## config.mk

```make
export PLATFORM = sky130hd
export DESIGN_NAME = interrupt_vector_priority
export DESIGN_NICKNAME = d
export VERILOG_FILES = /design/src/irq_pkg.sv /design/src/interrupt_vector_priority.sv /design/src/irq_source_gate.sv /design/src/irq_priority_pick.sv
export SDC_FILE = /design/constraint.sdc
export NUM_CORES = 1
export LEC_CHECK = 0
export BUFFER_PORTS_ARGS = -buffer_cell sky130_fd_sc_hd__buf_2
export CAP_MARGIN = 20
export CORE_ASPECT_RATIO = 1.1
export CORE_MARGIN = 1
export CORE_UTILIZATION = 40
export DETAILED_ROUTE_END_ITERATION = 12
export PLACE_DENSITY = 0.72
export SETUP_SLACK_MARGIN = 0.5
export SLEW_MARGIN = 0
export SYNTH_ARGS = -nofsm -noshare
export SYNTH_HDL_FRONTEND = slang
export SYNTH_HIERARCHICAL = 1
export SYNTH_SLANG_ARGS = --single-unit
```

## constraint.sdc

```tcl
create_clock -name clk -period 3.2 [get_ports clk]
set_input_delay 0.64 -clock clk [delete_from_list [all_inputs] [get_ports clk]]
set_output_delay 0.64 -clock clk [all_outputs]
set_load 0.02 [all_outputs]
```

## src/irq_pkg.sv

```systemverilog
package irq_pkg;

   // Source slots: natural orders 0 to 16, order 13 is unused
   localparam int NUM_SRC = 17;
   localparam int IDX_W = 5;
   localparam int NUM_MAIN_SRC = 7;
   localparam int NUM_HW_CLEAR = 4;
   localparam int ORDER_RESERVED = 13;
   localparam int PCA_MODULES = 3;

   // Register addresses on the special-register port
   localparam logic [7:0] ADDR_PRIO_MAIN = 8'hB8;
   localparam logic [7:0] ADDR_PRIO_EXT2 = 8'hCF;
   localparam logic [7:0] ADDR_ENABLE_MAIN = 8'hA8;
   localparam logic [7:0] ADDR_ENABLE_EXT1 = 8'hE6;
   localparam logic [7:0] ADDR_ENABLE_EXT2 = 8'hE7;
   localparam logic [7:0] ADDR_PRIO_EXT1 = 8'hF6;
   localparam logic [7:0] ADDR_IRQ_STATUS = 8'hF7;

   // Reset values and masks
   localparam logic [7:0] PRIO_MAIN_RESET = 8'h80;
   localparam logic [7:0] PRIO_MAIN_FIXED = 8'h80;
   localparam logic [7:0] PRIO_MAIN_MASK = 8'h7F;
   localparam logic [7:0] EXT1_MASK = 8'hBF;
   localparam logic [7:0] EXT2_MASK = 8'h03;
   localparam logic [7:0] REG_ZERO = 8'h00;

   // Field positions inside the extended registers
   localparam int EXT1_LOW_BITS = 6;
   localparam int EXT1_TIMER3_BIT = 7;
   localparam int EXT2_BITS = 2;

   // Vector table
   localparam logic [15:0] RESET_VECTOR = 16'h0000;
   localparam logic [15:0] VEC_BASE = 16'h0003;
   localparam logic [15:0] VEC_STRIDE = 16'h0008;

   // Special-register port request
   typedef struct packed {
      logic write;
      logic read;
      logic [7:0] addr;
      logic [7:0] wdata;
   } sfr_bus_type;

   // Pending flags as held by the peripherals
   typedef struct packed {
      logic ext0_pending;
      logic timer0_ovf_flag;
      logic ext1_pending;
      logic timer1_ovf_flag;
      logic uart_rx_flag;
      logic uart_tx_flag;
      logic timer2_high_ovf;
      logic timer2_low_ovf;
      logic spi_done_flag;
      logic spi_write_collision;
      logic spi_mode_fault;
      logic spi_rx_overrun;
      logic smbus_flag;
      logic portmatch_level;
      logic adc_window_flag;
      logic adc_done_flag;
      logic pca_counter_ovf;
      logic [PCA_MODULES-1:0] pca_module_flag;
      logic comp_fall_flag;
      logic comp_rise_flag;
      logic timer3_high_ovf;
      logic timer3_low_ovf;
      logic capsense_done_flag;
      logic capsense_cmp_flag;
   } src_flags_type;

   typedef enum logic [1:0] {ST_IDLE, ST_OFFER, ST_SETTLE} ctrl_state_type;

   // Vector address of a source by natural order
   function automatic logic [15:0] vector_of(input logic [IDX_W-1:0] idx);
      vector_of = VEC_BASE + VEC_STRIDE * 16'(idx);
   endfunction

endpackage

```

## src/interrupt_vector_priority.sv

```systemverilog
`timescale 1ns/1ps
module interrupt_vector_priority (
   // Clock and reset
   input wire logic clk,
   input wire logic rst,
   // Special-register port
   input wire irq_pkg::sfr_bus_type sfrBus,
   output logic [7:0] sfrRdata,
   // Peripheral flags and hardware clears
   input wire irq_pkg::src_flags_type srcFlags,
   output logic [irq_pkg::NUM_HW_CLEAR-1:0] hwClear,
   // Core handshake
   input wire logic irqAck,
   input wire logic irqReturn,
   output logic irqReq,
   output logic [15:0] irqVector,
   output logic irqHighLevel
);
   import irq_pkg::*;

   // Software-visible control registers
   logic [7:0] irqEnableMain;
   logic [7:0] irqEnableExt1;
   logic [7:0] irqEnableExt2;
   logic [7:0] irqPriorityMain;
   logic [7:0] irqPriorityExt1;
   logic [7:0] irqPriorityExt2;

   // Per-source enable and level vectors
   logic [NUM_SRC-1:0] enables;
   logic [NUM_SRC-1:0] prioHigh;
   logic [NUM_SRC-1:0] reqHigh;
   logic [NUM_SRC-1:0] reqLow;

   // Picker results
   logic highFound;
   logic lowFound;
   logic [IDX_W-1:0] highIdx;
   logic [IDX_W-1:0] lowIdx;

   // Winner after in-service masking
   logic winValid;
   logic winHigh;
   logic [IDX_W-1:0] winIdx;

   // Offer and service state
   ctrl_state_type state;
   logic [IDX_W-1:0] offeredIdx;
   logic inSvcHigh;
   logic inSvcLow;
   logic accept;
   logic [7:0] statusWord;

   // Register write strobes
   logic wrEnableMain;
   logic wrEnableExt1;
   logic wrEnableExt2;
   logic wrPrioMain;
   logic wrPrioExt1;
   logic wrPrioExt2;

   // Write strobe for one register address
   function automatic logic wr_hit(input sfr_bus_type b, input logic [7:0] a);
      wr_hit = b.write && (b.addr == a);
   endfunction

   // Address decode of writes
   always_comb begin
      wrEnableMain = wr_hit(sfrBus, ADDR_ENABLE_MAIN);
      wrEnableExt1 = wr_hit(sfrBus, ADDR_ENABLE_EXT1);
      wrEnableExt2 = wr_hit(sfrBus, ADDR_ENABLE_EXT2);
      wrPrioMain = wr_hit(sfrBus, ADDR_PRIO_MAIN);
      wrPrioExt1 = wr_hit(sfrBus, ADDR_PRIO_EXT1);
      wrPrioExt2 = wr_hit(sfrBus, ADDR_PRIO_EXT2);
   end

   // Main enable register
   always_ff @(posedge clk) begin
      if (rst) begin
         irqEnableMain <= REG_ZERO;
      end else if (wrEnableMain) begin
         irqEnableMain <= sfrBus.wdata;
      end
   end

   // Extended enable registers, unused bits stay zero
   always_ff @(posedge clk) begin
      if (rst) begin
         irqEnableExt1 <= REG_ZERO;
         irqEnableExt2 <= REG_ZERO;
      end else begin
         if (wrEnableExt1) begin
            irqEnableExt1 <= sfrBus.wdata & EXT1_MASK;
         end
         if (wrEnableExt2) begin
            irqEnableExt2 <= sfrBus.wdata & EXT2_MASK;
         end
      end
   end

   // Main priority register, top bit fixed at one
   always_ff @(posedge clk) begin
      if (rst) begin
         irqPriorityMain <= PRIO_MAIN_RESET;
      end else if (wrPrioMain) begin
         irqPriorityMain <= (sfrBus.wdata & PRIO_MAIN_MASK) | PRIO_MAIN_FIXED;
      end
   end

   // Extended priority registers, reserved bits read as zero
   always_ff @(posedge clk) begin
      if (rst) begin
         irqPriorityExt1 <= REG_ZERO;
         irqPriorityExt2 <= REG_ZERO;
      end else begin
         if (wrPrioExt1) begin
            irqPriorityExt1 <= sfrBus.wdata & EXT1_MASK;
         end
         if (wrPrioExt2) begin
            irqPriorityExt2 <= sfrBus.wdata & EXT2_MASK;
         end
      end
   end

   // Register bits onto natural orders, same layout for enable and level
   function automatic logic [NUM_SRC-1:0] order_map(input logic [7:0] m, input logic [7:0] e1,
      input logic [7:0] e2);
      order_map = '0;
      order_map[NUM_MAIN_SRC-1:0] = m[NUM_MAIN_SRC-1:0];
      order_map[ORDER_RESERVED-1:NUM_MAIN_SRC] = e1[EXT1_LOW_BITS-1:0];
      order_map[ORDER_RESERVED+1] = e1[EXT1_TIMER3_BIT];
      order_map[NUM_SRC-1:NUM_SRC-EXT2_BITS] = e2[EXT2_BITS-1:0];
   endfunction

   // Register bits mapped onto natural orders
   always_comb begin
      enables = order_map(irqEnableMain, irqEnableExt1, irqEnableExt2);
      prioHigh = order_map(irqPriorityMain, irqPriorityExt1, irqPriorityExt2);
   end

   // Flag folding and gating
   irq_source_gate gate (
      .flags(srcFlags),
      .enables(enables),
      .prioHigh(prioHigh),
      .reqHigh(reqHigh),
      .reqLow(reqLow)
   );

   // High level picker
   irq_priority_pick pickHigh (
      .req(reqHigh),
      .found(highFound),
      .idx(highIdx)
   );

   // Low level picker
   irq_priority_pick pickLow (
      .req(reqLow),
      .found(lowFound),
      .idx(lowIdx)
   );

   // High may preempt low service; nothing preempts high service
   always_comb begin
      winValid = 1'b0;
      winHigh = 1'b0;
      winIdx = highIdx;
      if (highFound && !inSvcHigh) begin
         winValid = 1'b1;
         winHigh = 1'b1;
      end else if (lowFound && !inSvcHigh && !inSvcLow) begin
         winValid = 1'b1;
         winIdx = lowIdx;
      end
   end

   // Core takes the offer shown this cycle
   always_comb begin
      accept = (state == ST_OFFER) && irqAck;
   end

   // Offer sequencing toward the core
   always_ff @(posedge clk) begin
      if (rst) begin
         state <= ST_IDLE;
         irqReq <= 1'b0;
         irqVector <= RESET_VECTOR;
         irqHighLevel <= 1'b0;
         offeredIdx <= '0;
      end else begin
         unique case (state)
            ST_IDLE: begin
               if (winValid) begin
                  irqReq <= 1'b1;
                  irqVector <= vector_of(winIdx);
                  irqHighLevel <= winHigh;
                  offeredIdx <= winIdx;
                  state <= ST_OFFER;
               end
            end
            ST_OFFER: begin
               if (irqAck) begin
                  irqReq <= 1'b0;
                  state <= ST_SETTLE;
               end else if (winValid) begin
                  irqVector <= vector_of(winIdx);
                  irqHighLevel <= winHigh;
                  offeredIdx <= winIdx;
               end else begin
                  irqReq <= 1'b0;
                  state <= ST_IDLE;
               end
            end
            ST_SETTLE: begin
               // One idle cycle lets the cleared flag drop
               state <= ST_IDLE;
            end
         endcase
      end
   end

   // High in-service, set on a high accept, unwound first on return
   always_ff @(posedge clk) begin
      if (rst) begin
         inSvcHigh <= 1'b0;
      end else if (accept) begin
         if (irqHighLevel) begin
            inSvcHigh <= 1'b1;
         end
      end else if (irqReturn) begin
         inSvcHigh <= 1'b0;
      end
   end

   // Low in-service, unwound on return only when no high routine runs
   always_ff @(posedge clk) begin
      if (rst) begin
         inSvcLow <= 1'b0;
      end else if (accept) begin
         if (!irqHighLevel) begin
            inSvcLow <= 1'b1;
         end
      end else if (irqReturn && !inSvcHigh) begin
         inSvcLow <= 1'b0;
      end
   end

   // Clear pulse only for the hardware-cleared orders
   always_ff @(posedge clk) begin
      if (rst) begin
         hwClear <= '0;
      end else begin
         for (int i = 0; i < NUM_HW_CLEAR; i++) begin
            hwClear[i] <= accept && (offeredIdx == IDX_W'(i));
         end
      end
   end

   // Status byte: in-service levels, offer flag, offered order
   always_comb begin
      statusWord = {inSvcHigh, inSvcLow, irqReq, offeredIdx};
   end

   // Read data, answered one cycle after the read strobe
   always_ff @(posedge clk) begin
      if (rst) begin
         sfrRdata <= REG_ZERO;
      end else if (sfrBus.read) begin
         unique case (sfrBus.addr)
            ADDR_ENABLE_MAIN: sfrRdata <= irqEnableMain;
            ADDR_ENABLE_EXT1: sfrRdata <= irqEnableExt1;
            ADDR_ENABLE_EXT2: sfrRdata <= irqEnableExt2;
            ADDR_PRIO_MAIN: sfrRdata <= irqPriorityMain | PRIO_MAIN_FIXED;
            ADDR_PRIO_EXT1: sfrRdata <= irqPriorityExt1;
            ADDR_PRIO_EXT2: sfrRdata <= irqPriorityExt2 & EXT2_MASK;
            ADDR_IRQ_STATUS: sfrRdata <= statusWord;
            default: sfrRdata <= REG_ZERO;
         endcase
      end
   end

endmodule

```

## src/irq_source_gate.sv

```systemverilog
`timescale 1ns/1ps
module irq_source_gate (
   // Peripheral flags
   input wire irq_pkg::src_flags_type flags,
   // Per-source enable and level
   input wire logic [irq_pkg::NUM_SRC-1:0] enables,
   input wire logic [irq_pkg::NUM_SRC-1:0] prioHigh,
   // Gated requests per level
   output logic [irq_pkg::NUM_SRC-1:0] reqHigh,
   output logic [irq_pkg::NUM_SRC-1:0] reqLow
);
   import irq_pkg::*;

   logic [NUM_SRC-1:0] pending;

   // Fold each source's flags into one pending bit per order
   always_comb begin
      pending = '0;
      pending[0] = flags.ext0_pending;
      pending[1] = flags.timer0_ovf_flag;
      pending[2] = flags.ext1_pending;
      pending[3] = flags.timer1_ovf_flag;
      pending[4] = flags.uart_rx_flag | flags.uart_tx_flag;
      pending[5] = flags.timer2_high_ovf | flags.timer2_low_ovf;
      pending[6] = flags.spi_done_flag | flags.spi_write_collision
         | flags.spi_mode_fault | flags.spi_rx_overrun;
      pending[7] = flags.smbus_flag;
      pending[8] = flags.portmatch_level;
      pending[9] = flags.adc_window_flag;
      pending[10] = flags.adc_done_flag;
      pending[11] = flags.pca_counter_ovf | (|flags.pca_module_flag);
      pending[12] = flags.comp_fall_flag | flags.comp_rise_flag;
      pending[ORDER_RESERVED] = 1'b0;
      pending[14] = flags.timer3_high_ovf | flags.timer3_low_ovf;
      pending[15] = flags.capsense_done_flag;
      pending[16] = flags.capsense_cmp_flag;
   end

   // Enable gates, priority bit picks the level
   always_comb begin
      reqHigh = pending & enables & prioHigh;
      reqLow = pending & enables & ~prioHigh;
   end

endmodule

```

## src/irq_priority_pick.sv

```systemverilog
`timescale 1ns/1ps
module irq_priority_pick (
   // Requests of one level
   input wire logic [irq_pkg::NUM_SRC-1:0] req,
   // Winner
   output logic found,
   output logic [irq_pkg::IDX_W-1:0] idx
);
   import irq_pkg::*;

   // Lowest natural order wins
   function automatic logic [IDX_W-1:0] lowest_set(input logic [NUM_SRC-1:0] r);
      lowest_set = '0;
      for (int i = NUM_SRC - 1; i >= 0; i--) begin
         if (r[i]) begin
            lowest_set = IDX_W'(i);
         end
      end
   endfunction

   // Pick result
   always_comb begin
      found = |req;
      idx = lowest_set(req);
   end

endmodule

```

==> results.py <==
metrics = {
    "status": {
        "status": "finished, final reports clean",
    },
    "global_route": {
        "grtUsageTotal_pct": 23.16,
        "grt_pass1_wl_mm": 14.85,
        "antenna_found_initial": 0,
        "use_met2_pct": 36.92,
        "grt_pass1_vias": 2989,
        "top_usage_layer": "met2",
        "grt_max_degree": 49,
        "grt_use_met3_pct": 6.117,
        "met1_usage_pct": 28.34,
        "grt-ovfl-total": 0,
    },
    "synthesis": {
        "ys_seq_area_share_pct": 34.53,
        "synth_edf_count": 0,
        "synth.avg_cell_area_um2": 8.001,
        "synth_warnings": 6,
        "postSynth.asyncResetShare_pct": 0,
        "ys_types": 46,
        "synth.cell_area_um2": 3304,
        "syn_inst": 413,
        "synth_flop_cell": "dfxtp_1",
        "ys_ff_latch": 57,
    },
    "min_path": {
        "hold_class": "reg -> reg",
    },
    "clock_tree": {
        "path_clk_slew_ns": 0.07,
        "cts.sinks": 57,
        "cts_tree": "built",
        "numCtsBuffers": 9,
        "clk_path_buf_depth": 2,
        "cts-root-buf": "clkbuf_8",
        "cts_htree_levels": 3,
        "worstSkewPairLatency_ns": 0.35,
    },
    "power": {
        "p_leak_nw": 1.722,
        "irDropWorstVdd_v": 0.0002011,
        "total_power_mw": 1.844,
        "power.switching_uw": 563.6,
        "p_int_mw": 1.280,
        "combPwrFrac_pct": 19.5,
        "swShare_pct": 30.56,
        "clkPwrFrac_pct": 37.4,
        "p_per_area_nw_per_um2": 457.7,
        "seqPwrFrac_pct": 43.1,
    },
    "setup_path": {
        "cp_max_fo": 3,
        "reg2reg_slack_ns": 0.71,
        "crit_arrival_ns": 3.00,
        "crit_path_end_kind": "flip-flop",
        "startpoint_type": "input pin",
        "crit_type": "in -> reg",
        "required_ns": 3.40,
    },
    "final_layout": {
        "final_cell_mix": "buf_2, nor2_1, dfxtp_1",
        "final_area_um2": 4029,
        "layout.area.seq_um2": 1141,
        "syn_to_final_growth_pct": 21.92,
        "finalNetCount": 534,
        "antenna_cells": 0,
        "final_common_cell": "buf_2",
        "drive_above_1_share_pct": 26.38,
        "multi_input_area_um2": 2062,
        "fill_cells": 769,
    },
    "place": {
        "placed_area_um2": 3705,
        "portBuffers": 68,
        "place_hpwl_mm": 7.414,
        "finalWeightedCongestion": 0.9407,
    },
    "timing": {
        "setup_tns_ns": 0,
        "worst_pin_slew_ns": 0.8949,
        "rsz0062_at_grt": "true",
        "hold_viol": 0,
        "fin_crit_sh_pct": 87.35,
        "fin_crit_ns": 2.795,
        "clock_skew_ns": 0.009542,
        "drv_slew": 0,
        "setup_viol": 0,
        "fmax_mhz": 357.8,
        "relSlewSlack_pct": 40.34,
    },
    "route": {
        "firstDrtPassIters": 4,
        "routed_wl_mm": 9.643,
        "via_count": 3198,
        "wire_per_inst_um": 16.15,
        "drtIter0Drc": 124,
        "postRouteAntennaNets": 0,
        "route.detailed.drc": 0,
        "viasPerCell": 5.357,
    },
    "floorplan": {
        "boundaryPins": 78,
        "chipHeight_um": 97.33,
        "die_w_um": 88.66,
        "rows": 34,
        "core_um2": 7955,
        "start_util_pct": 41.54,
        "die_area_um2": 8629,
    },
    "flow_run": {
        "cap_violations": 0,
    },
}
[Yosys cell counts (3+ instances only)]
master / instances / area share (%)
or3_1: 3 / 0.57
nand2_1: 41 / 4.7
a22oi_1: 5 / 1.1
buf_2: 5 / 0.76
a22o_1: 8 / 2.1
a221o_1: 4 / 1.2
nand2b_1: 6 / 1.1
mux2_2: 10 / 3.4
and3_1: 15 / 2.8
nor3_1: 8 / 1.2
dfxtp_1: 57 / 35
clkbuf_1: 6 / 0.68
inv_1: 17 / 1.9
a211oi_1: 6 / 1.4
o21ai_0: 11 / 1.7
nor4_1: 3 / 0.57
a21oi_1: 31 / 4.7
buf_4: 16 / 3.6
or4_1: 3 / 0.68
nor2_1: 66 / 7.5
mux2i_1: 30 / 9.1
nor4_2: 7 / 2.7
nand3_1: 19 / 2.9
[power by group through the flow]
stage / Combinational [mW] / Sequential (mW) / Clock [mW]
after floorplan: 0.211 / 0.830 / 0
after global placement: 0.321 / 0.812 / 0
after detailed placement: 0.329 / 0.811 / 0
after CTS: 0.336 / 0.796 / 0.707
after global routing: 0.389 / 0.802 / 0.740
final: 0.359 / 0.795 / 0.690
[cells by family after synthesis]
family          Yosys count  synth area share, %
compound gates           78                15.26
mux                      41                12.84
fa+ha+maj                 2               0.7572
other cells               2               0.2273
simple gates            188                29.04
buf+inv                  45                7.346
flops                    57                34.53
[cell type report]
type,count,share of cell area (%)
inverters,17,1.584
multi-input cells,321,51.18
well taps,108,3.354
clock inverters,6,1.677
repair buffers,78,10.47
flip-flops and latches,57,28.32
clock buffers,10,3.416
[flip-flops by register name, summed over array words and instances, names as in the netlist]
register	cells
irqEnableExt2	2
inSvcHigh	1
sfrRdata	8
irqEnableExt1	7
irqEnableMain	8
irqPriorityExt2	2
hwClear	4
irqVector	1
irqReq	1
irqPriorityMain	7
offeredIdx	5
state	2
irqPriorityExt1	7
irqHighLevel	1
inSvcLow	1
[final timing paths]
kind | from | depth (start not counted) | to
max | srcFlags[7] | 11 | state[1]
min | irqEnableMain[7] | 2 | irqEnableMain[7]
max reg2reg | irqEnableExt1[7] | 11 | state[1]
min reg2reg | irqEnableMain[7] | 2 | irqEnableMain[7]
[per-layer routing]
layer | routed length, µm | part of all wire, %
met5 | 0 | 0
met4 | 239 | 2.5
met1 | 4079 | 42
met3 | 678 | 7.0
met2 | 4645 | 48
[worst max-delay path: stages]
cell and delay [ns]:
buf_6 0.09, or4_4 0.53, and3b_2 0.26, nor4_4 0.27, nand2_1 0.12, or3_4 0.35
nand2b_4 0.10, a21o_1 0.17, mux2_4 0.31, a21oi_2 0.11, nor2_1 0.04
[stage by stage]
stage	hold WS, ns	utilization [%]	cells	setup slack, ns
floorplan	0.4332	-	422	0.3283
global placement	0.4487	46.57	577	0.07810
CTS	0.4760	49.48	595	0.4609
global route	0.4938	50.64	597	0.3033
finish	0.4722	50.64	597	0.4047
detailed placement	0.4638	46.57	577	0.01970
[timing repair]
item                       CTS  global route
setup endpoints to repair   10            10
pin swaps                    2            11
cloned                       0             1
setup buffers                2             1
hold buffers                 0             0
resized for setup            3            14
Power figures use the tool's default switching activity.
